`config.mk`:
```
export PLATFORM = sky130hd
export DESIGN_NAME = e3rx_ctrl
export DESIGN_NICKNAME = d
export VERILOG_FILES = /design/src/e3rx_ctrl.v
export VERILOG_INCLUDE_DIRS = /design/src /design/src/src
export SDC_FILE = /design/constraint.sdc
export NUM_CORES = 1
export LEC_CHECK = 0
export BUFFER_PORTS_ARGS = -buffer_cell sky130_fd_sc_hd__buf_2
export CORE_MARGIN = 5
export CORE_UTILIZATION = 25
export CTS_BUF_LIST = sky130_fd_sc_hd__clkbuf_8
export DETAILED_ROUTE_END_ITERATION = 16
export GPL_TIMING_DRIVEN = 0
export PLACE_DENSITY_LB_ADDON = 0.15
export SLEW_MARGIN = 20
export SYNTH_ARGS = -nofsm -noshare
export SYNTH_HDL_FRONTEND = slang
export SYNTH_SLANG_ARGS = --single-unit
```
`constraint.sdc`:
```
create_clock -name core_clk_in -period 5.6 [get_ports core_clk_in]
set_clock_uncertainty 0.15 [all_clocks]
set_input_delay 0.28 -clock core_clk_in [delete_from_list [all_inputs] [get_ports core_clk_in]]
set_output_delay 0.28 -clock core_clk_in [all_outputs]
set_load 0.02 [all_outputs]
```
`src/e3rx_consts.vh`:
```
// Constants for the E3 G.832 receive framer control block.
// Assumes a 25 MHz core clock and word-aligned AXI4-Lite byte addresses.
`ifndef E3RX_CONSTS_VH
`define E3RX_CONSTS_VH
// Register indexes; the byte address is four times the index.
`define E3RX_IDX_CTRL 6'h20
`define E3RX_IDX_OHB 6'h22
`define E3RX_IDX_LIVE1 6'h24
`define E3RX_IDX_LIVE2 6'h26
`define E3RX_IDX_LAT1 6'h28
`define E3RX_IDX_LATEN 6'h2c
`define E3RX_IDX_MAB 6'h30
`define E3RX_RESET16 16'h0000
// Control register fields.
`define E3RX_C_PEC 14
`define E3RX_C_DLS 13
`define E3RX_C_MAN 12
`define E3RX_C_AAD 11
`define E3RX_C_ECC 10
`define E3RX_C_FEC_HI 9
`define E3RX_C_FEC_LO 8
`define E3RX_C_LOFEN 7
`define E3RX_C_LOSD 6
`define E3RX_C_OOFD 5
`define E3RX_C_AISD 4
`define E3RX_C_OMD 3
`define E3RX_C_LIP_HI 2
`define E3RX_C_LIP_LO 1
`define E3RX_C_FRS 0
`define E3RX_O_EPT_HI 3
`define E3RX_O_EPT_LO 1
`define E3RX_O_TIMING_INDICATOR_EXTRACT_OFF 0
// Framing-error count modes.
`define E3RX_FEC_OOF 2'b00
`define E3RX_FEC_BIT 2'b01
`define E3RX_FEC_WORD 2'b10
`define E3RX_FEC_BYTE 2'b11
`define E3RX_LIP_3MS 2'b00
`define E3RX_LIP_2MS 2'b01
`define E3RX_LIP_1MS 2'b10
// Timing.
`define E3RX_CLK_KHZ 25000
`define E3RX_LOF3_MS 3
`define E3RX_LOF2_MS 2
`define E3RX_LOF1_MS 1
`define E3RX_HOLD_FRAMES 2'h2
`define E3RX_PT_STABLE 3'h5
`define E3RX_TI_STABLE 2'h3
`define E3RX_RESP_OK 2'b00
`define E3RX_RESP_ERR 2'b10
`endif

```
`src/e3rx_ctrl.v`:
```
// Receive-side control and status of one G.832 E3 framer port, AXI4-Lite slave.
// Assumes the frame processor runs on core_clk_in and marks each framing-word
// check with frame_check_in; only the loss-of-signal pin is asynchronous.
// How it works
// - parity counts one block or each bit
// - data link from GC or NR byte
// - manual bit inserts downstream AIS
// - LOS, OOF, AIS insert AIS unless disabled
// - gate counting during OOF/AIS, parity and REI plus two frames
// - framing count selector picks counted event
// - LOF drives RDI when enabled
// - LOS, OOF, AIS drive RDI unless disabled
// - overhead marked unless masking disabled
// - OOF integrated 3/2/1 ms or immediate
// - rising resync bit forces OOF at check
// - expected payload type held in bits 3:1
// - timing bits extracted or integrated
// - mismatch when payload type differs
// - live bit shows unstable payload type
// - live bits for all-ones, LOF, AIS, OOF
// - LOS bit follows loss input pin
// - live bit shows received RDI
// - bits show counters non-zero
// - latched bit set on live change, none for RDI
// - latched bit on new frame alignment
// - interrupt needs bit and port enable
`include "e3rx_consts.vh"
`timescale 1ns/10ps
`default_nettype none
module e3rx_ctrl #(
   parameter LOF3_CYC = `E3RX_LOF3_MS * `E3RX_CLK_KHZ,
   parameter LOF2_CYC = `E3RX_LOF2_MS * `E3RX_CLK_KHZ,
   parameter LOF1_CYC = `E3RX_LOF1_MS * `E3RX_CLK_KHZ
) (
   input wire core_clk_in,
   input wire srst_in,
   input wire [7:0] s_axi_awaddr_in,
   input wire s_axi_awvalid_in,
   output wire s_axi_awready_out,
   input wire [31:0] s_axi_wdata_in,
   input wire [3:0] s_axi_wstrb_in,
   input wire s_axi_wvalid_in,
   output wire s_axi_wready_out,
   output reg [1:0] s_axi_bresp_out,
   output reg s_axi_bvalid_out,
   input wire s_axi_bready_in,
   input wire [7:0] s_axi_araddr_in,
   input wire s_axi_arvalid_in,
   output wire s_axi_arready_out,
   output reg [31:0] s_axi_rdata_out,
   output reg [1:0] s_axi_rresp_out,
   output reg s_axi_rvalid_out,
   input wire s_axi_rready_in,
   input wire loss_of_signal_input,
   input wire frame_check_in,
   input wire oof_in,
   input wire ais_in,
   input wire unframed_all_ones_in,
   input wire rdi_bit_in,
   input wire [4:0] fa_bit_errors_in,
   input wire fa1_byte_error_in,
   input wire fa2_byte_error_in,
   input wire [3:0] bip_bit_errors_in,
   input wire rei_in,
   input wire [2:0] payload_type_in,
   input wire [2:0] ma_tail_in,
   input wire overhead_pos_in,
   input wire [7:0] oh_byte_in,
   input wire gc_strobe_in,
   input wire nr_strobe_in,
   input wire alignment_load_in,
   input wire [9:0] alignment_in,
   input wire framing_count_nonzero_in,
   input wire parity_count_nonzero_in,
   input wire remote_error_count_nonzero_in,
   input wire auto_remote_defect_off_in,
   input wire port_status_irq_enable_in,
   output reg force_oof_out,
   output reg lof_out,
   output reg downstream_ais_out,
   output reg transmit_remote_defect_out,
   output reg receive_data_enable_out,
   output reg [7:0] link_byte_out,
   output reg link_valid_out,
   output reg [4:0] framing_count_inc_out,
   output reg [3:0] parity_count_inc_out,
   output reg remote_error_count_inc_out,
   output wire status_irq_out
);
   reg [15:0] ctrl;
   reg [15:0] ohb;
   reg [15:0] lat1;
   reg [15:0] laten;
   reg los_meta, los;
   reg aw_got, w_got;
   reg [5:0] aw_idx;
   reg [31:0] wdata;
   reg [3:0] wstrb;
   reg frs_prev, resync_pend;
   reg [16:0] lof_cnt;
   reg [1:0] hold;
   reg cond_prev, oof_prev;
   reg [2:0] pt_cand, pt_acc;
   reg [2:0] pt_cnt;
   reg [2:0] ti_cand;
   reg [1:0] ti_cnt;
   reg [3:0] ti;
   reg [1:0] ti_slot;
   reg [9:0] align_prev;
   reg [15:0] live_prev;
   reg [15:0] rd_val;
   reg rd_hit;
   reg [15:0] next_lat;
   reg [15:0] wmask;
   reg [16:0] lof_lim;
   wire [1:0] fec_sel = ctrl[`E3RX_C_FEC_HI:`E3RX_C_FEC_LO];
   wire [1:0] lip_sel = ctrl[`E3RX_C_LIP_HI:`E3RX_C_LIP_LO];
   wire [2:0] expected_payload_type = ohb[`E3RX_O_EPT_HI:`E3RX_O_EPT_LO];
   wire cond = oof_in | ais_in;
   wire pt_unstable = (pt_cnt != `E3RX_PT_STABLE);
   wire pt_mismatch = (pt_acc != expected_payload_type);
   wire [15:0] live1;
   wire [15:0] live2;
   wire wr_go = aw_got & w_got;
   wire [15:0] lat_w1c;

   // Live conditions; LOS comes straight from the synchronised pin.
   assign live1 = {3'h0, pt_unstable, pt_mismatch, 2'h0, unframed_all_ones_in,
                   3'h0, lof_out, rdi_bit_in, ais_in, oof_in, los};
   assign live2 = {13'h0, remote_error_count_nonzero_in, parity_count_nonzero_in,
                   framing_count_nonzero_in};
   assign status_irq_out = port_status_irq_enable_in & (|(lat1 & laten));

   // The pin is not on this clock, so only the second flop is read.
   always @(posedge core_clk_in) begin
      if (srst_in) begin
         los_meta <= 1'b0;
         los <= 1'b0;
      end else begin
         los_meta <= loss_of_signal_input;
         los <= los_meta;
      end
   end

   assign s_axi_awready_out = ~aw_got & ~s_axi_bvalid_out;
   assign s_axi_wready_out = ~w_got & ~s_axi_bvalid_out;
   assign s_axi_arready_out = ~s_axi_rvalid_out;

   always @* begin
      wmask = {{8{wstrb[1]}}, {8{wstrb[0]}}};
   end

   assign lat_w1c = (wr_go && aw_idx == `E3RX_IDX_LAT1) ? (wdata[15:0] & wmask) : 16'h0000;

   // Write path: address and data are held separately and committed together.
   always @(posedge core_clk_in) begin
      if (srst_in) begin
         aw_got <= 1'b0;
         w_got <= 1'b0;
         aw_idx <= 6'h00;
         wdata <= 32'h00000000;
         wstrb <= 4'h0;
         s_axi_bvalid_out <= 1'b0;
         s_axi_bresp_out <= `E3RX_RESP_OK;
         ctrl <= `E3RX_RESET16;
         ohb <= `E3RX_RESET16;
         laten <= `E3RX_RESET16;
      end else begin
         if (s_axi_awvalid_in && s_axi_awready_out) begin
            aw_got <= 1'b1;
            aw_idx <= s_axi_awaddr_in[7:2];
         end
         if (s_axi_wvalid_in && s_axi_wready_out) begin
            w_got <= 1'b1;
            wdata <= s_axi_wdata_in;
            wstrb <= s_axi_wstrb_in;
         end
         if (s_axi_bvalid_out && s_axi_bready_in) begin
            s_axi_bvalid_out <= 1'b0;
         end
         if (wr_go) begin
            aw_got <= 1'b0;
            w_got <= 1'b0;
            s_axi_bvalid_out <= 1'b1;
            s_axi_bresp_out <= `E3RX_RESP_OK;
            if (aw_idx == `E3RX_IDX_CTRL) begin
               ctrl <= (ctrl & ~wmask) | (wdata[15:0] & wmask);
            end else if (aw_idx == `E3RX_IDX_OHB) begin
               ohb <= (ohb & ~wmask) | (wdata[15:0] & wmask & 16'h000f);
            end else if (aw_idx == `E3RX_IDX_LATEN) begin
               laten <= (laten & ~wmask) | (wdata[15:0] & wmask);
            end else if (aw_idx == `E3RX_IDX_LIVE1 || aw_idx == `E3RX_IDX_LIVE2 ||
                         aw_idx == `E3RX_IDX_LAT1 || aw_idx == `E3RX_IDX_MAB) begin
               s_axi_bresp_out <= `E3RX_RESP_OK;
            end else begin
               s_axi_bresp_out <= `E3RX_RESP_ERR;
            end
         end
      end
   end

   always @* begin
      rd_hit = 1'b1;
      rd_val = 16'h0000;
      if (s_axi_araddr_in[7:2] == `E3RX_IDX_CTRL) begin
         rd_val = ctrl;
      end else if (s_axi_araddr_in[7:2] == `E3RX_IDX_OHB) begin
         rd_val = ohb;
      end else if (s_axi_araddr_in[7:2] == `E3RX_IDX_LIVE1) begin
         rd_val = live1;
      end else if (s_axi_araddr_in[7:2] == `E3RX_IDX_LIVE2) begin
         rd_val = live2;
      end else if (s_axi_araddr_in[7:2] == `E3RX_IDX_LAT1) begin
         rd_val = lat1;
      end else if (s_axi_araddr_in[7:2] == `E3RX_IDX_LATEN) begin
         rd_val = laten;
      end else if (s_axi_araddr_in[7:2] == `E3RX_IDX_MAB) begin
         rd_val = {9'h000, pt_acc, ti};
      end else begin
         rd_hit = 1'b0;
      end
   end

   always @(posedge core_clk_in) begin
      if (srst_in) begin
         s_axi_rvalid_out <= 1'b0;
         s_axi_rdata_out <= 32'h00000000;
         s_axi_rresp_out <= `E3RX_RESP_OK;
      end else if (s_axi_arvalid_in && s_axi_arready_out) begin
         s_axi_rvalid_out <= 1'b1;
         s_axi_rdata_out <= {16'h0000, rd_val};
         s_axi_rresp_out <= rd_hit ? `E3RX_RESP_OK : `E3RX_RESP_ERR;
      end else if (s_axi_rready_in) begin
         s_axi_rvalid_out <= 1'b0;
      end
   end

   // Only a fresh rising edge of the bit arms a resync, so a bit left set
   // does not keep the framer hunting.
   always @(posedge core_clk_in) begin
      if (srst_in) begin
         frs_prev <= 1'b0;
         resync_pend <= 1'b0;
         force_oof_out <= 1'b0;
      end else begin
         frs_prev <= ctrl[`E3RX_C_FRS];
         force_oof_out <= 1'b0;
         if (frame_check_in && resync_pend) begin
            resync_pend <= 1'b0;
            force_oof_out <= 1'b1;
         end
         if (ctrl[`E3RX_C_FRS] && !frs_prev) begin
            resync_pend <= 1'b1;
         end
      end
   end

   always @* begin
      if (lip_sel == `E3RX_LIP_3MS) begin
         lof_lim = LOF3_CYC[16:0];
      end else if (lip_sel == `E3RX_LIP_2MS) begin
         lof_lim = LOF2_CYC[16:0];
      end else begin
         lof_lim = LOF1_CYC[16:0];
      end
   end

   // OOF integration towards LOF.
   always @(posedge core_clk_in) begin
      if (srst_in) begin
         lof_cnt <= 17'h00000;
         lof_out <= 1'b0;
      end else if (!oof_in) begin
         lof_cnt <= 17'h00000;
         lof_out <= 1'b0;
      end else if (lip_sel == 2'b11) begin
         lof_out <= 1'b1;
      end else if (lof_cnt >= lof_lim - 17'h00001) begin
         lof_out <= 1'b1;
      end else begin
         lof_cnt <= lof_cnt + 17'h00001;
      end
   end

   // Alarm and data-path outputs, registered.
   always @(posedge core_clk_in) begin
      if (srst_in) begin
         downstream_ais_out <= 1'b0;
         transmit_remote_defect_out <= 1'b0;
         receive_data_enable_out <= 1'b0;
         link_byte_out <= 8'h00;
         link_valid_out <= 1'b0;
      end else begin
         downstream_ais_out <= ctrl[`E3RX_C_MAN] |
            (~ctrl[`E3RX_C_AAD] & (los | oof_in | ais_in));
         transmit_remote_defect_out <= ~auto_remote_defect_off_in &
            ((lof_out & ctrl[`E3RX_C_LOFEN]) |
             (los & ~ctrl[`E3RX_C_LOSD]) | (oof_in & ~ctrl[`E3RX_C_OOFD]) |
             (ais_in & ~ctrl[`E3RX_C_AISD]));
         receive_data_enable_out <= ~(overhead_pos_in & ~ctrl[`E3RX_C_OMD]);
         link_valid_out <= ctrl[`E3RX_C_DLS] ? nr_strobe_in : gc_strobe_in;
         if (ctrl[`E3RX_C_DLS] ? nr_strobe_in : gc_strobe_in) begin
            link_byte_out <= oh_byte_in;
         end
      end
   end

   // Error counting with hold-off: the frame where OOF/AIS ends and the next
   // one still carry unreliable parity, so they are skipped.
   always @(posedge core_clk_in) begin
      if (srst_in) begin
         hold <= 2'h0;
         cond_prev <= 1'b0;
         oof_prev <= 1'b0;
         framing_count_inc_out <= 5'h00;
         parity_count_inc_out <= 4'h0;
         remote_error_count_inc_out <= 1'b0;
      end else begin
         cond_prev <= cond;
         oof_prev <= oof_in;
         framing_count_inc_out <= 5'h00;
         parity_count_inc_out <= 4'h0;
         remote_error_count_inc_out <= 1'b0;
         if (cond_prev && !cond) begin
            hold <= `E3RX_HOLD_FRAMES;
         end else if (frame_check_in && hold != 2'h0) begin
            hold <= hold - 2'h1;
         end
         if (fec_sel == `E3RX_FEC_OOF) begin
            framing_count_inc_out <= {4'h0, oof_in & ~oof_prev};
         end else if (frame_check_in && (ctrl[`E3RX_C_ECC] || !cond)) begin
            if (fec_sel == `E3RX_FEC_BIT) begin
               framing_count_inc_out <= fa_bit_errors_in;
            end else if (fec_sel == `E3RX_FEC_WORD) begin
               framing_count_inc_out <= {4'h0, fa1_byte_error_in | fa2_byte_error_in};
            end else begin
               framing_count_inc_out <= {3'h0, fa1_byte_error_in & fa2_byte_error_in,
                                         fa1_byte_error_in ^ fa2_byte_error_in};
            end
         end
         if (frame_check_in && (ctrl[`E3RX_C_ECC] || (!cond && hold == 2'h0))) begin
            parity_count_inc_out <= ctrl[`E3RX_C_PEC] ? bip_bit_errors_in :
               {3'h0, bip_bit_errors_in != 4'h0};
            remote_error_count_inc_out <= rei_in;
         end
      end
   end

   // Payload type and timing source, sampled once per frame.
   always @(posedge core_clk_in) begin
      if (srst_in) begin
         pt_cand <= 3'h0;
         pt_acc <= 3'h0;
         pt_cnt <= 3'h0;
         ti_cand <= 3'h0;
         ti_cnt <= 2'h0;
         ti <= 4'h0;
         ti_slot <= 2'h0;
      end else if (frame_check_in) begin
         if (payload_type_in != pt_cand) begin
            pt_cand <= payload_type_in;
            pt_cnt <= 3'h0;
         end else if (pt_unstable) begin
            pt_cnt <= pt_cnt + 3'h1;
            if (pt_cnt == `E3RX_PT_STABLE - 3'h1) begin
               pt_acc <= pt_cand;
            end
         end
         if (!ohb[`E3RX_O_TIMING_INDICATOR_EXTRACT_OFF]) begin
            // MA bits 6 and 7 number the slot, bit 8 carries its value.
            ti_slot <= ma_tail_in[2:1];
            ti[ma_tail_in[2:1]] <= ma_tail_in[0];
         end else if (ma_tail_in != ti_cand) begin
            ti_cand <= ma_tail_in;
            ti_cnt <= 2'h0;
         end else if (ti_cnt != `E3RX_TI_STABLE) begin
            ti_cnt <= ti_cnt + 2'h1;
            if (ti_cnt == `E3RX_TI_STABLE - 2'h1) begin
               ti <= {1'b0, ti_cand};
            end
         end
      end
   end

   // Latched status: a set in the same cycle as a clear wins.
   always @* begin
      next_lat = (lat1 & ~lat_w1c) | ((live1 ^ live_prev) & 16'h0117);
      next_lat[12] = next_lat[12] | (pt_unstable & ~live_prev[12]);
      next_lat[11] = next_lat[11] | (pt_mismatch & ~live_prev[11]);
      next_lat[10] = next_lat[10] | (pt_acc != pt_cand && !pt_unstable);
      next_lat[13] = lat1[13] & ~lat_w1c[13];
      next_lat[5] = (lat1[5] & ~lat_w1c[5]) |
         (alignment_load_in & (alignment_in != align_prev));
   end

   always @(posedge core_clk_in) begin
      if (srst_in) begin
         lat1 <= 16'h0000;
         live_prev <= 16'h0000;
         align_prev <= 10'h000;
      end else begin
         lat1 <= next_lat;
         live_prev <= live1;
         if (alignment_load_in) begin
            align_prev <= alignment_in;
         end
      end
   end
endmodule
`default_nettype wire
```
# After elaboration in Yosys (flattened, before gate mapping)
# Cells that the tools add are included.
# W data, S select, Z words.
# word_totals
input_bits	110
register_bits	197
wordCells	251
# classes
n_addsub	5
reduce_logical	51
n_bitwise	69
n_mux	50
eq_ne	30
n_lt_le_gt_ge	3
# ops
operator	count
$mux W16	8
$and A16 B16 Y16	6
$eq A6 B6 Y1 const B	14
$not A16 Y16	2
$or A16 B16 Y16	2
$not A1 Y1	25
$mux W1	21
$mux W2	10
$and A1 B1 Y1	18
$add A17 B1 Y17 const B	1
$ge A17 B17 Y1	1
$mux W17	1
$sub A17 B1 Y17 const B	1
$mux W4	4
$or A16 B4 Y16	1
$or A16 B9 Y16	1
$reduce_bool A2 Y1	8
$reduce_or A16 Y1	1
$logic_and A1 B1 Y1	14
$ne A3 B3 Y1	4
$or A1 B1 Y1	12
$reduce_and A4 Y1	3
$ne A10 B10 Y1	1
$reduce_and A3 Y1	3
25 further kinds	46

# Longest topological paths before layout
# Gate-level depths: netlist of run 1.
# depth
depth_word	9
ltp_mapped	11

# Worst setup path before layout of run 1
# No wires, ideal clock.
# synth_path
path_type	register to register
from	reg with a tool-made name
to	reg lof_cnt[16]
path_stages_with_launch	11
setup_slack_ps	2866
arrival_ps	2513
required_ps	5380
setup_ps	70
cell_sequence	dfxtp_1 -> buf_2 -> nor2_1 -> inv_1 -> ha_1 -> a2111oi_2 -> o21ai_1 -> a311oi_2 -> o2111ai_1 -> or4_1 -> a21oi_1
# synth_rtl
element	line_no	rtl
end signal, assigned	e3rx_ctrl.v:281	lof_cnt <= lof_cnt + 17'h00001;
end, declared	e3rx_ctrl.v:100	reg [16:0] lof_cnt;

==> flow_summary.json, run 1 <==
{
  "die_h_um": 195,
  "antenna_cells": 0,
  "ys_seq_area_share_pct": 45.1,
  "crit_path_end_kind": "flip-flop",
  "critical_path_required_ns": 5.87,
  "cp.arrival_ns": 3.50,
  "fin_area_um2": 10900,
  "fin_util_pct": 32.4,
  "numPortBuffers": 132,
  "avgViaCountPerCell": 4.57,
  "num_rows": 67,
  "vias": 7617,
  "yosys-top-cells-count": "193 x dfxtp_1, 130 x nor2_1, 87 x a21oi_1, 77 x mux2i_1, 73 x nand2_1",
  "syn-cell-area_um2": 8560,
  "cts_buffers": 17,
  "p_seq_share_pct": 53.1,
  "swShare_pct": 29.6,
  "worstHoldStart": "srst_in",
  "synth_top_area_share_pct": 45.1,
  "worst_pin_slew_ns": 0.976,
  "drt_pass1_iterations": 4,
  "synth_seq_cells": 193,
  "setup_tns_ns": 0,
  "drc_errors": 0,
  "finalSetupViolCount": 0,
  "die_w_um": 195,
  "drtAntennaViolNets": 0,
  "die-area_um2": 38000,
  "p_clk_share_pct": 35.2,
  "finalCriticalPeriod_ns": 3.24,
  "worst_hold_path_type": "primary input to flip-flop",
  "grt_usage_pct": 14.8,
  "cp_max_fo": 8,
  "wl_um": 28500,
  "io_pins": 176,
  "crit_path_max_incr_delay_ns": 0.52,
  "max_freq_ghz": 0.309,
  "cts_tree": "yes",
  "grt_setup_unrepaired": "no",
  "antenna_found_initial": 0,
  "initial_utilization_pct": 25.4,
  "fin_nets": 1336,
  "grt_max_degree": 20,
  "hpwl_um": 21800,
  "routabilityCongestion": 0.833,
  "grt_remaining_overflow": 0,
  "crit_path_cell_trace": "buf_2 > nor2_1 > inv_1 > ha_1 > a2111oi_2 > o21ai_1 > a311oi_2 > o2111ai_1 > or4_1 > a21oi_1",
  "start_kind": "flip-flop",
  "drive_above_1_share_pct": 16.4,
  "peakVddDrop_mv": 0.144,
  "worst_skew_pair.late_latency_ns": 0.49,
  "synth.most_common_cell": "dfxtp_1",
  "p_int_w": 0.00193,
  "htreeDepth": 4,
  "p_comb_share_pct": 11.7,
  "post_synth.cell_area_avg_um2": 8.80,
  "placed_area_um2": 9840,
  "status": "complete, no violations",
  "critical_path.top_delay_family": "compound AO/OA/AOI/OAI gates",
  "cts_buffer_depth": 2,
  "crit_type": "flip-flop to flip-flop",
  "wl_per_cell_um": 17.1,
  "relSlewSlack_pct": 34.4,
  "worst_path_max_delay_cell": "or4_1",
  "synthDistinctLibCells": 58,
  "core-area_um2": 33700,
  "grt_first_pass_wirelength_um": 43700,
  "postSynthCellCount": 972,
  "postSynth.asyncResetShare_pct": 0,
  "drv_slew": 0,
  "drt_iter0_markers": 390,
  "synth_area_leaders": "dfxtp_1 45%, mux2i_1 9.0%, nor2_1 5.7%",
  "p_per_area_nw_per_um2": 251,
  "grt_pass1_vias": 7316,
  "fin_crit_sh_pct": 57.8,
  "areaGrowthSynthToFinish_pct": 27.6,
  "clock_sinks": 193,
  "yosys_warnings": 0,
  "synth-edff-count": 0,
  "clockRootBuffer": "clkbuf_8",
  "maxCapViolations": 0,
  "synth.largest_area_cell": "dfxtp_1",
  "fill_cells": 3652,
  "switchingPower_w": 0.000810,
  "cp_num_buf_inv": 2,
  "clk_pin_slew_ns": 0.11,
  "hold_violations": 0,
  "p_leak_nw": 4.61,
  "yosys_most_used_dff": "dfxtp_1"
}
[cells in the final DEF, fill, tap and decap left out, drive strengths merged, types with 3 or more instances in the layout]
master and count:
a311oi 4, o21a 3, nand3 32, buf 165
or3 10, nor4b 4, o31ai 4, and2 20
o211ai 5, nand2b 19, xor2 22, nand2 73
xnor2 6, clkinv 6, nor4 6, nor3 11
nor2 130, nand3b 3, and3 10, clkbuf 57
ha 20, a221oi 15, mux2i 77, conb 18
o21ai 27, nor3b 3, inv 34, a31oi 4
dfxtp 193, nor2b 13, a211oi 19, or4 5
dlygate4sd3 66, nand4 10, o2bb2ai 5, a21oi 87
a22oi 11
[layout make-up]
| class | count | area (um2) | share of cell area [%] |
|---|---|---|---|
| multi-input cells | 695 | 4300 | 39.4 |
| clock buffers | 17 | 234 | 2.14 |
| inverters | 28 | 105 | 0.963 |
| plain buffers | 73 | 353 | 3.23 |
| repair buffers | 198 | 1320 | 12.1 |
| well taps | 448 | 561 | 5.13 |
| clock inverters | 15 | 175 | 1.60 |
| flip-flops and latches | 193 | 3860 | 35.4 |
[worst register-to-register path, cell delays in order (launching register included)]
cell	delay [ns]
dfxtp_1	0.31
buf_2	0.18
nor2_1	0.29
inv_1	0.09
ha_1	0.35
a2111oi_2	0.40
o21ai_1	0.13
a311oi_2	0.32
o2111ai_1	0.30
or4_1	0.52
a21oi_1	0.14
[logic make-up (layout without fill, tap and decap cells)]
family | Yosys count | in the layout | share of synthesized area, %
AND/OR/NAND/NOR | 356 | 356 | 20.1
AO/OA/AOI/OAI | 196 | 196 | 14.5
flip-flops | 193 | 193 | 45.1
buffers and inverters | 101 | 331 | 5.35
multiplexers | 77 | 77 | 9.01
XOR/XNOR | 28 | 28 | 2.87
adder cells (fa/ha/maj) | 20 | 20 | 2.92
other | 1 | 18 | 0.0438
[power by group through the flow]
stage | registers, W | clock network [W] | logic [W]
after detailed placement | 0.00149 | 0 | 0.000288
final | 0.00145 | 0.000964 | 0.000321
after floorplan | 0.00149 | 0 | 0.000159
after global placement | 0.00149 | 0 | 0.000287
after global routing | 0.00146 | 0.00106 | 0.000356
after CTS | 0.00145 | 0.00101 | 0.000325
[routing by layer]
metal / global-route usage (%) / vias to the layer above / share of wire, %
met5: 0 / - / 0
met4: 3.96 / 0 / 1.4
met3: 2.71 / 20 / 4.0
met2: 22.8 / 154 / 44
met1: 21.3 / 3595 / 51
li1: - / 3848 / -
[per-stage QoR]
stage                     hold slack (ns)  instances  setup slack, ns  power [W]
final                              0.0438       1667             2.36    0.00274
after global routing               0.0420       1667             2.18    0.00288
after CTS                         0.00247       1667             2.40    0.00279
after detailed placement            0.277       1569             2.45    0.00177
after global placement              0.272       1569             2.48    0.00177
after floorplan                     0.209        989             2.87    0.00165
[path summary, 6_finish.rpt]
check / end / slack (ns) / depth (start not counted)
max: lof_cnt[16]$_SDFFE_PP0P_ / 2.36 / 10
min: live_prev[2]$_SDFF_PP0_ / 0.04 / 2
max reg2reg: lof_cnt[16]$_SDFFE_PP0P_ / 2.36 / 10
min reg2reg: los$_SDFF_PP0_ / 0.30 / 1
[what timing repair did]
item,CTS,global route
buffers inserted,0,0
endpoints found under the hold margin,64,0
hold buffers,66,0
gates resized for setup,0,0
No activity file was read; power rests on OpenSTA's default activity.
==> run 2, diff against run 1 <==
==> constraint.sdc (replaced) <==
create_clock -name core_clk_in -period 2.9 [get_ports core_clk_in]
set_clock_uncertainty 0.15 [all_clocks]
set_input_delay 0.145 -clock core_clk_in [delete_from_list [all_inputs] [get_ports core_clk_in]]
set_output_delay 0.145 -clock core_clk_in [all_outputs]
set_load 0.02 [all_outputs]
==> flow_summary.json, run 2 (synthesis gave the netlist of run 1 again) <==
{
  "status": "complete, no violations",
  "swShare_pct": 29.5,
  "htreeDepth": 4,
  "regArea_um2": 3860,
  "die-area_um2": 38000,
  "switchingPower_w": 0.00156,
  "fin_nets": 1360,
  "initial_utilization_pct": 25.4,
  "setup_tns_ns": 0,
  "grt_pass1_vias": 7382,
  "clk_pin_slew_ns": 0.11,
  "grt_usage_pct": 14.8,
  "grt_first_pass_wirelength_um": 44000,
  "p_comb_share_pct": 11.9,
  "numPortBuffers": 132,
  "cts_buffer_depth": 2,
  "grt_remaining_overflow": 0,
  "antenna_found_initial": 0,
  "finalSetupViolCount": 0,
  "relSlewSlack_pct": 35.0,
  "drt_pass1_iterations": 5,
  "cts_buffers": 17,
  "layout_setup_ws_ns": 0.0567,
  "routabilityCongestion": 0.833,
  "worst_path_max_delay_cell": "dfxtp_2",
  "clock_sinks": 193,
  "cp_num_buf_inv": 4,
  "fin_area_um2": 11200,
  "drt_iter0_markers": 386,
  "areaGrowthSynthToFinish_pct": 31.1,
  "finalCriticalPeriod_ns": 2.84,
  "worst_path_most_repeated_cell": "buf_4",
  "io_pins": 176,
  "die_w_um": 195,
  "drive_above_1_share_pct": 17.4,
  "drtAntennaViolNets": 0,
  "max_freq_ghz": 0.352,
  "cp.arrival_ns": 3.10,
  "fin_crit_sh_pct": 98.0,
  "hpwl_um": 21800,
  "antenna_cells": 0,
  "clockRootBuffer": "clkbuf_8",
  "whs_ns": 0.0344,
  "critical_path_required_ns": 3.16,
  "drv_slew": 0,
  "crit_path_cell_trace": "buf_8 > nor2_4 > inv_2 > ha_4 > a2111oi_4 > o21ai_1 > a311oi_2 > buf_4 > o211ai_1 > buf_4 > or3_1 > a21oi_1",
  "core-area_um2": 33700,
  "cts_tree": "yes",
  "start_kind": "flip-flop",
  "peakVddDrop_mv": 0.279,
  "crit_path_end_kind": "flip-flop",
  "crit_type": "flip-flop to flip-flop",
  "p_clk_share_pct": 35.1,
  "p_seq_share_pct": 53.0,
  "wl_um": 28800,
  "dp_cells": 1569,
  "hold_violations": 0,
  "num_rows": 67,
  "pre_cts_ws_ns": -0.249,
  "p_leak_nw": 4.72,
  "worst_skew_pair.late_latency_ns": 0.49,
  "worst_pin_slew_ns": 0.967,
  "placed_area_um2": 9840,
  "final_common_cell": "dfxtp_1",
  "avgViaCountPerCell": 4.55,
  "critical_path.top_delay_family": "compound AO/OA/AOI/OAI gates",
  "crit_path_max_incr_delay_ns": 0.34,
  "cp_max_fo": 10,
  "layout_common_cells": "192 x dfxtp_1, 138 x buf_2, 129 x nor2_1, 87 x a21oi_1, 81 x dlygate4sd3_1",
  "multiInputGateArea_um2": 4370,
  "final_cells": 1691,
  "die_h_um": 195,
  "drc_errors": 0,
  "fill_cells": 3627,
  "wl_per_cell_um": 17.0,
  "p_per_area_nw_per_um2": 472,
  "vias": 7689,
  "p_int_w": 0.00374,
  "worst_hold_path_type": "primary input to flip-flop",
  "grt_max_degree": 20,
  "maxCapViolations": 0
}
-- run 2: changes by cell type in the layout (fill, tap and decap cells not counted), sizes merged --
cell / change
dlygate4sd3: +15
buf: +9
-- run 2: layout make-up --
class	count	share of cell area, %
clock inverter	15	1.56
timing repair buffer	222	13.7
sequential	193	34.4
buffer	73	3.31
multi-input combinational	695	38.9
tap	448	5.00
inverter	28	0.937
clock buffer	17	2.09
-- run 2: worst paths after layout --
path | cells after the start | endpoint | slack [ns] | start
worst max-delay path | 12 | lof_cnt[15]$_SDFFE_PP0P_ | 0.06 | flip-flop
worst min-delay path | 4 | wstrb[1]$_SDFFE_PP0P_ | 0.03 | s_axi_wvalid_in
worst max register to register | 12 | lof_cnt[15]$_SDFFE_PP0P_ | 0.06 | flip-flop
worst min register to register | 1 | los$_SDFF_PP0_ | 0.30 | los_meta$_SDFF_PP0_
-- run 2: tightest hold or removal path, cell delays in order --
cell and delay [ns]:
buf_2 0.08, nand2_1 0.22, nand2_1 0.14, a21oi_1 0.06
-- run 2: power by group through the flow --
stage	clock network [W]	logic (W)	registers, W
2_1_floorplan	0	0.000307	0.00288
3_3_place_gp	0	0.000555	0.00287
3_5_place_dp	0	0.000556	0.00287
4_1_cts	0.00195	0.000637	0.00281
5_1_grt	0.00205	0.000700	0.00282
6_report	0.00186	0.000631	0.00281
-- run 2: metrics by stage --
| step | util (%) | total power [W] |
|---|---|---|
| finish | 33.3 | 0.00530 |
| global route | 33.3 | 0.00557 |
| CTS | 33.0 | 0.00540 |
| detailed placement | 29.2 | 0.00343 |
| global placement | 29.2 | 0.00342 |
| floorplan | - | 0.00319 |
-- run 2: repair_timing --
action                     4_1_cts  5_1_grt
setup endpoints to repair       17       15
hold buffers                    79        2
hold endpoints to repair        85        1
pin swaps                        4        8
setup buffers                    2        7
gates resized for setup          7       13
-- run 2: routing by layer --
metal | GRT usage, % | wire [um] | vias to the layer above | share of wire, %
met3 | 2.71 | 1190 | 18 | 4.1
met2 | 23.0 | 12700 | 160 | 44
met1 | 21.3 | 14500 | 3623 | 50
met5 | 0 | 0 | - | 0
li1 | - | - | 3888 | -
met4 | 3.96 | 412 | 0 | 1.4
==> run 3, diff against run 2 <==
--- a/config.mk
+++ b/config.mk
@@ -6,12 +6,14 @@
 export SDC_FILE = /design/constraint.sdc
 export NUM_CORES = 1
 export LEC_CHECK = 0
+export ABC_AREA = 1
 export BUFFER_PORTS_ARGS = -buffer_cell sky130_fd_sc_hd__buf_2
 export CORE_MARGIN = 5
 export CORE_UTILIZATION = 25
 export CTS_BUF_LIST = sky130_fd_sc_hd__clkbuf_8
 export DETAILED_ROUTE_END_ITERATION = 16
 export GPL_TIMING_DRIVEN = 0
+export HOLD_SLACK_MARGIN = 0.15
 export PLACE_DENSITY_LB_ADDON = 0.15
 export SLEW_MARGIN = 20
 export SYNTH_ARGS = -nofsm -noshare
==> flow_summary.json, run 3 <==
{
  "worstHoldStart": "srst_in",
  "yosys_warnings": 0,
  "finalSetupViolCount": 0,
  "vias": 9013,
  "syn-cell-area_um2": 8920,
  "synth_seq_cells": 193,
  "grt_usage_pct": 15.8,
  "status": "complete, no violations",
  "htreeDepth": 4,
  "fin_util_pct": 33.6,
  "post_synth.cell_area_avg_um2": 7.23,
  "wl_per_cell_um": 15.5,
  "worst_pin_slew_ns": 1.05,
  "clk_pin_slew_ns": 0.10,
  "clock_sinks": 193,
  "grt_pass1_vias": 8681,
  "drc_errors": 0,
  "clockRootBuffer": "clkbuf_8",
  "crit_path_end_kind": "flip-flop",
  "start_kind": "primary input",
  "hold_violations": 0,
  "cts_buffer_depth": 2,
  "numPortBuffers": 134,
  "grt_first_pass_wirelength_um": 48300,
  "drt_iter0_markers": 536,
  "maxCapViolations": 0,
  "worst_skew_pair.late_latency_ns": 0.48,
  "hpwl_um": 23700,
  "fill_cells": 3894,
  "worst-r2r-cell-count": 15,
  "die_h_um": 199,
  "io_pins": 176,
  "cp_num_buf_inv": 6,
  "p_leak_nw": 5.12,
  "drive_above_1_share_pct": 13.5,
  "synth.largest_area_cell": "dfxtp_1",
  "max_freq_ghz": 0.372,
  "num_rows": 69,
  "cp_max_fo": 10,
  "whs_ns": 0.188,
  "worst_path_max_delay_cell": "dlygate4sd3_1",
  "crit_path_max_incr_delay_ns": 0.61,
  "synth-edff-count": 0,
  "synth_area_leaders": "dfxtp_1 43%, nand2_1 8.1%, a21oi_1 7.5%",
  "wl_um": 31100,
  "r2r-end": "lof_cnt[10]$_SDFFE_PP0P_",
  "core-area_um2": 35400,
  "drv_slew": 0,
  "grt_max_degree": 17,
  "synth_top_area_share_pct": 43.3,
  "post_cts_buffers": 0,
  "final_common_cell": "dfxtp_1",
  "ys_seq_area_share_pct": 43.3,
  "postSynth.asyncResetShare_pct": 0,
  "critical_path.top_delay_family": "buffers and inverters",
  "initial_utilization_pct": 25.2,
  "peakVddDrop_mv": 0.292,
  "fin_nets": 1663,
  "critical_path_required_ns": 3.18,
  "worst_hold_path_type": "primary input to flip-flop",
  "placed_area_um2": 10200,
  "areaGrowthSynthToFinish_pct": 33.5,
  "antenna_cells": 0,
  "layout_common_cells": "193 x dfxtp_1, 192 x nand2_1, 163 x inv_1, 139 x nor2_1, 138 x buf_2",
  "finalCriticalPeriod_ns": 2.69,
  "yosys-top-cells-count": "193 x dfxtp_1, 193 x nand2_1, 160 x inv_1, 140 x nor2_1, 133 x a21oi_1",
  "yosys_most_used_dff": "dfxtp_1",
  "postSynthCellCount": 1234,
  "grt_remaining_overflow": 0,
  "cp.arrival_ns": 2.97,
  "whs_path_depth": 5,
  "antenna_found_initial": 0,
  "avgViaCountPerCell": 4.49,
  "reg2reg_slack_ns": 0.42,
  "fin_crit_sh_pct": 92.6,
  "setup_tns_ns": 0,
  "die_w_um": 199,
  "grt_setup_unrepaired": "no",
  "fin_area_um2": 11900,
  "relSlewSlack_pct": 30.0,
  "drt_pass1_iterations": 5,
  "drtAntennaViolNets": 0,
  "p_per_area_nw_per_um2": 441,
  "synthDistinctLibCells": 46,
  "crit_type": "primary input to flip-flop",
  "cts_buffers": 17,
  "routabilityCongestion": 0.900,
  "crit_path_cell_trace": "buf_2 > inv_1 > clkbuf_1 > clkbuf_1 > o21ai_0 > dlygate4sd3_1 > a21oi_1 > dlygate4sd3_1",
  "die-area_um2": 39600,
  "cts_tree": "yes"
}
==> run 3: cell type report <==
cell class | instances | area [um2] | area share (%)
buffer | 62 | 317 | 2.66
tap | 461 | 577 | 4.84
timing repair buffer | 263 | 1960 | 16.5
clock buffer | 18 | 248 | 2.08
inverter | 165 | 619 | 5.20
sequential | 193 | 3860 | 32.5
multi-input combinational | 831 | 4200 | 35.3
clock inverter | 13 | 123 | 1.03
==> run 3: report_power, final <==
group / switching, W / leakage [nW] / internal [W]
combinational: 0.000374 / 3.35 / 0.000305
clock: 0.000988 / 0.194 / 0.000771
sequential: 0.0000735 / 1.57 / 0.00274
==> run 3: worst reg2reg max path: stages, from the launching register on <==
cell and delay (ns):
dfxtp_1 0.50, inv_2 0.10, nand2_2 0.14, ha_1 0.28
nand2_1 0.07, inv_1 0.04, o21ai_0 0.18, nand3_1 0.12
nand2_1 0.07, nand2_1 0.05, nand2_1 0.05, nand2_1 0.08
nand2_4 0.13, clkbuf_4 0.22, nand3_1 0.08, a21oi_1 0.16
==> run 3: worst max path at each step <==
stage	start	to	slack [ns]	cells after the start
after floorplan	flip-flop	lof_cnt[10]$_SDFFE_PP0P_	0.73	15
after global placement	flip-flop	lof_cnt[14]$_SDFFE_PP0P_	0.15	15
after detailed placement	flip-flop	lof_cnt[10]$_SDFFE_PP0P_	0.15	15
after CTS	flip-flop	lof_cnt[15]$_SDFFE_PP0P_	0.12	15
final	srst_in	aw_idx[4]$_SDFFE_PP0P_	0.21	8
after global routing	srst_in	aw_idx[4]$_SDFFE_PP0P_	0.06	8
==> run 3: metrics by stage <==
step | setup WS (ns) | total power [W] | cells
finish | 0.214 | 0.00525 | 2006
CTS | 0.125 | 0.00531 | 2006
global placement | 0.154 | 0.00341 | 1846
global route | 0.0596 | 0.00552 | 2006
detailed placement | 0.154 | 0.00341 | 1846
floorplan | 0.733 | 0.00318 | 1251
==> run 3: repair_timing <==
item | CTS | global route
setup endpoints to repair | 0 | 10
gates resized for setup | 0 | 4
hold buffers | 129 | 0
hold endpoints to repair | 103 | 0
==> run 3: cell families after synthesis <==
kind of cell               count (synthesis)  synth area share (%)
muxes                                      1                 0.112
buffers and inverters                    227                  10.5
and+or+nand+nor                          475                  22.9
DFF                                      193                  43.3
other                                      1                0.0420
xor gates and xnor gates                  32                  3.14
adders and majority gates                 20                  2.81
AOI/OAI and AO/OA                        285                  17.2
==> run 3: routing by layer <==
layer / GRT usage (%) / vias to the layer above / wire length, um
met5: 0 / - / 0
met4: 6.00 / 0 / 1020
met3: 2.61 / 45 / 1240
met2: 25.5 / 204 / 14500
met1: 21.2 / 4157 / 14400
li1: - / 4607 / -
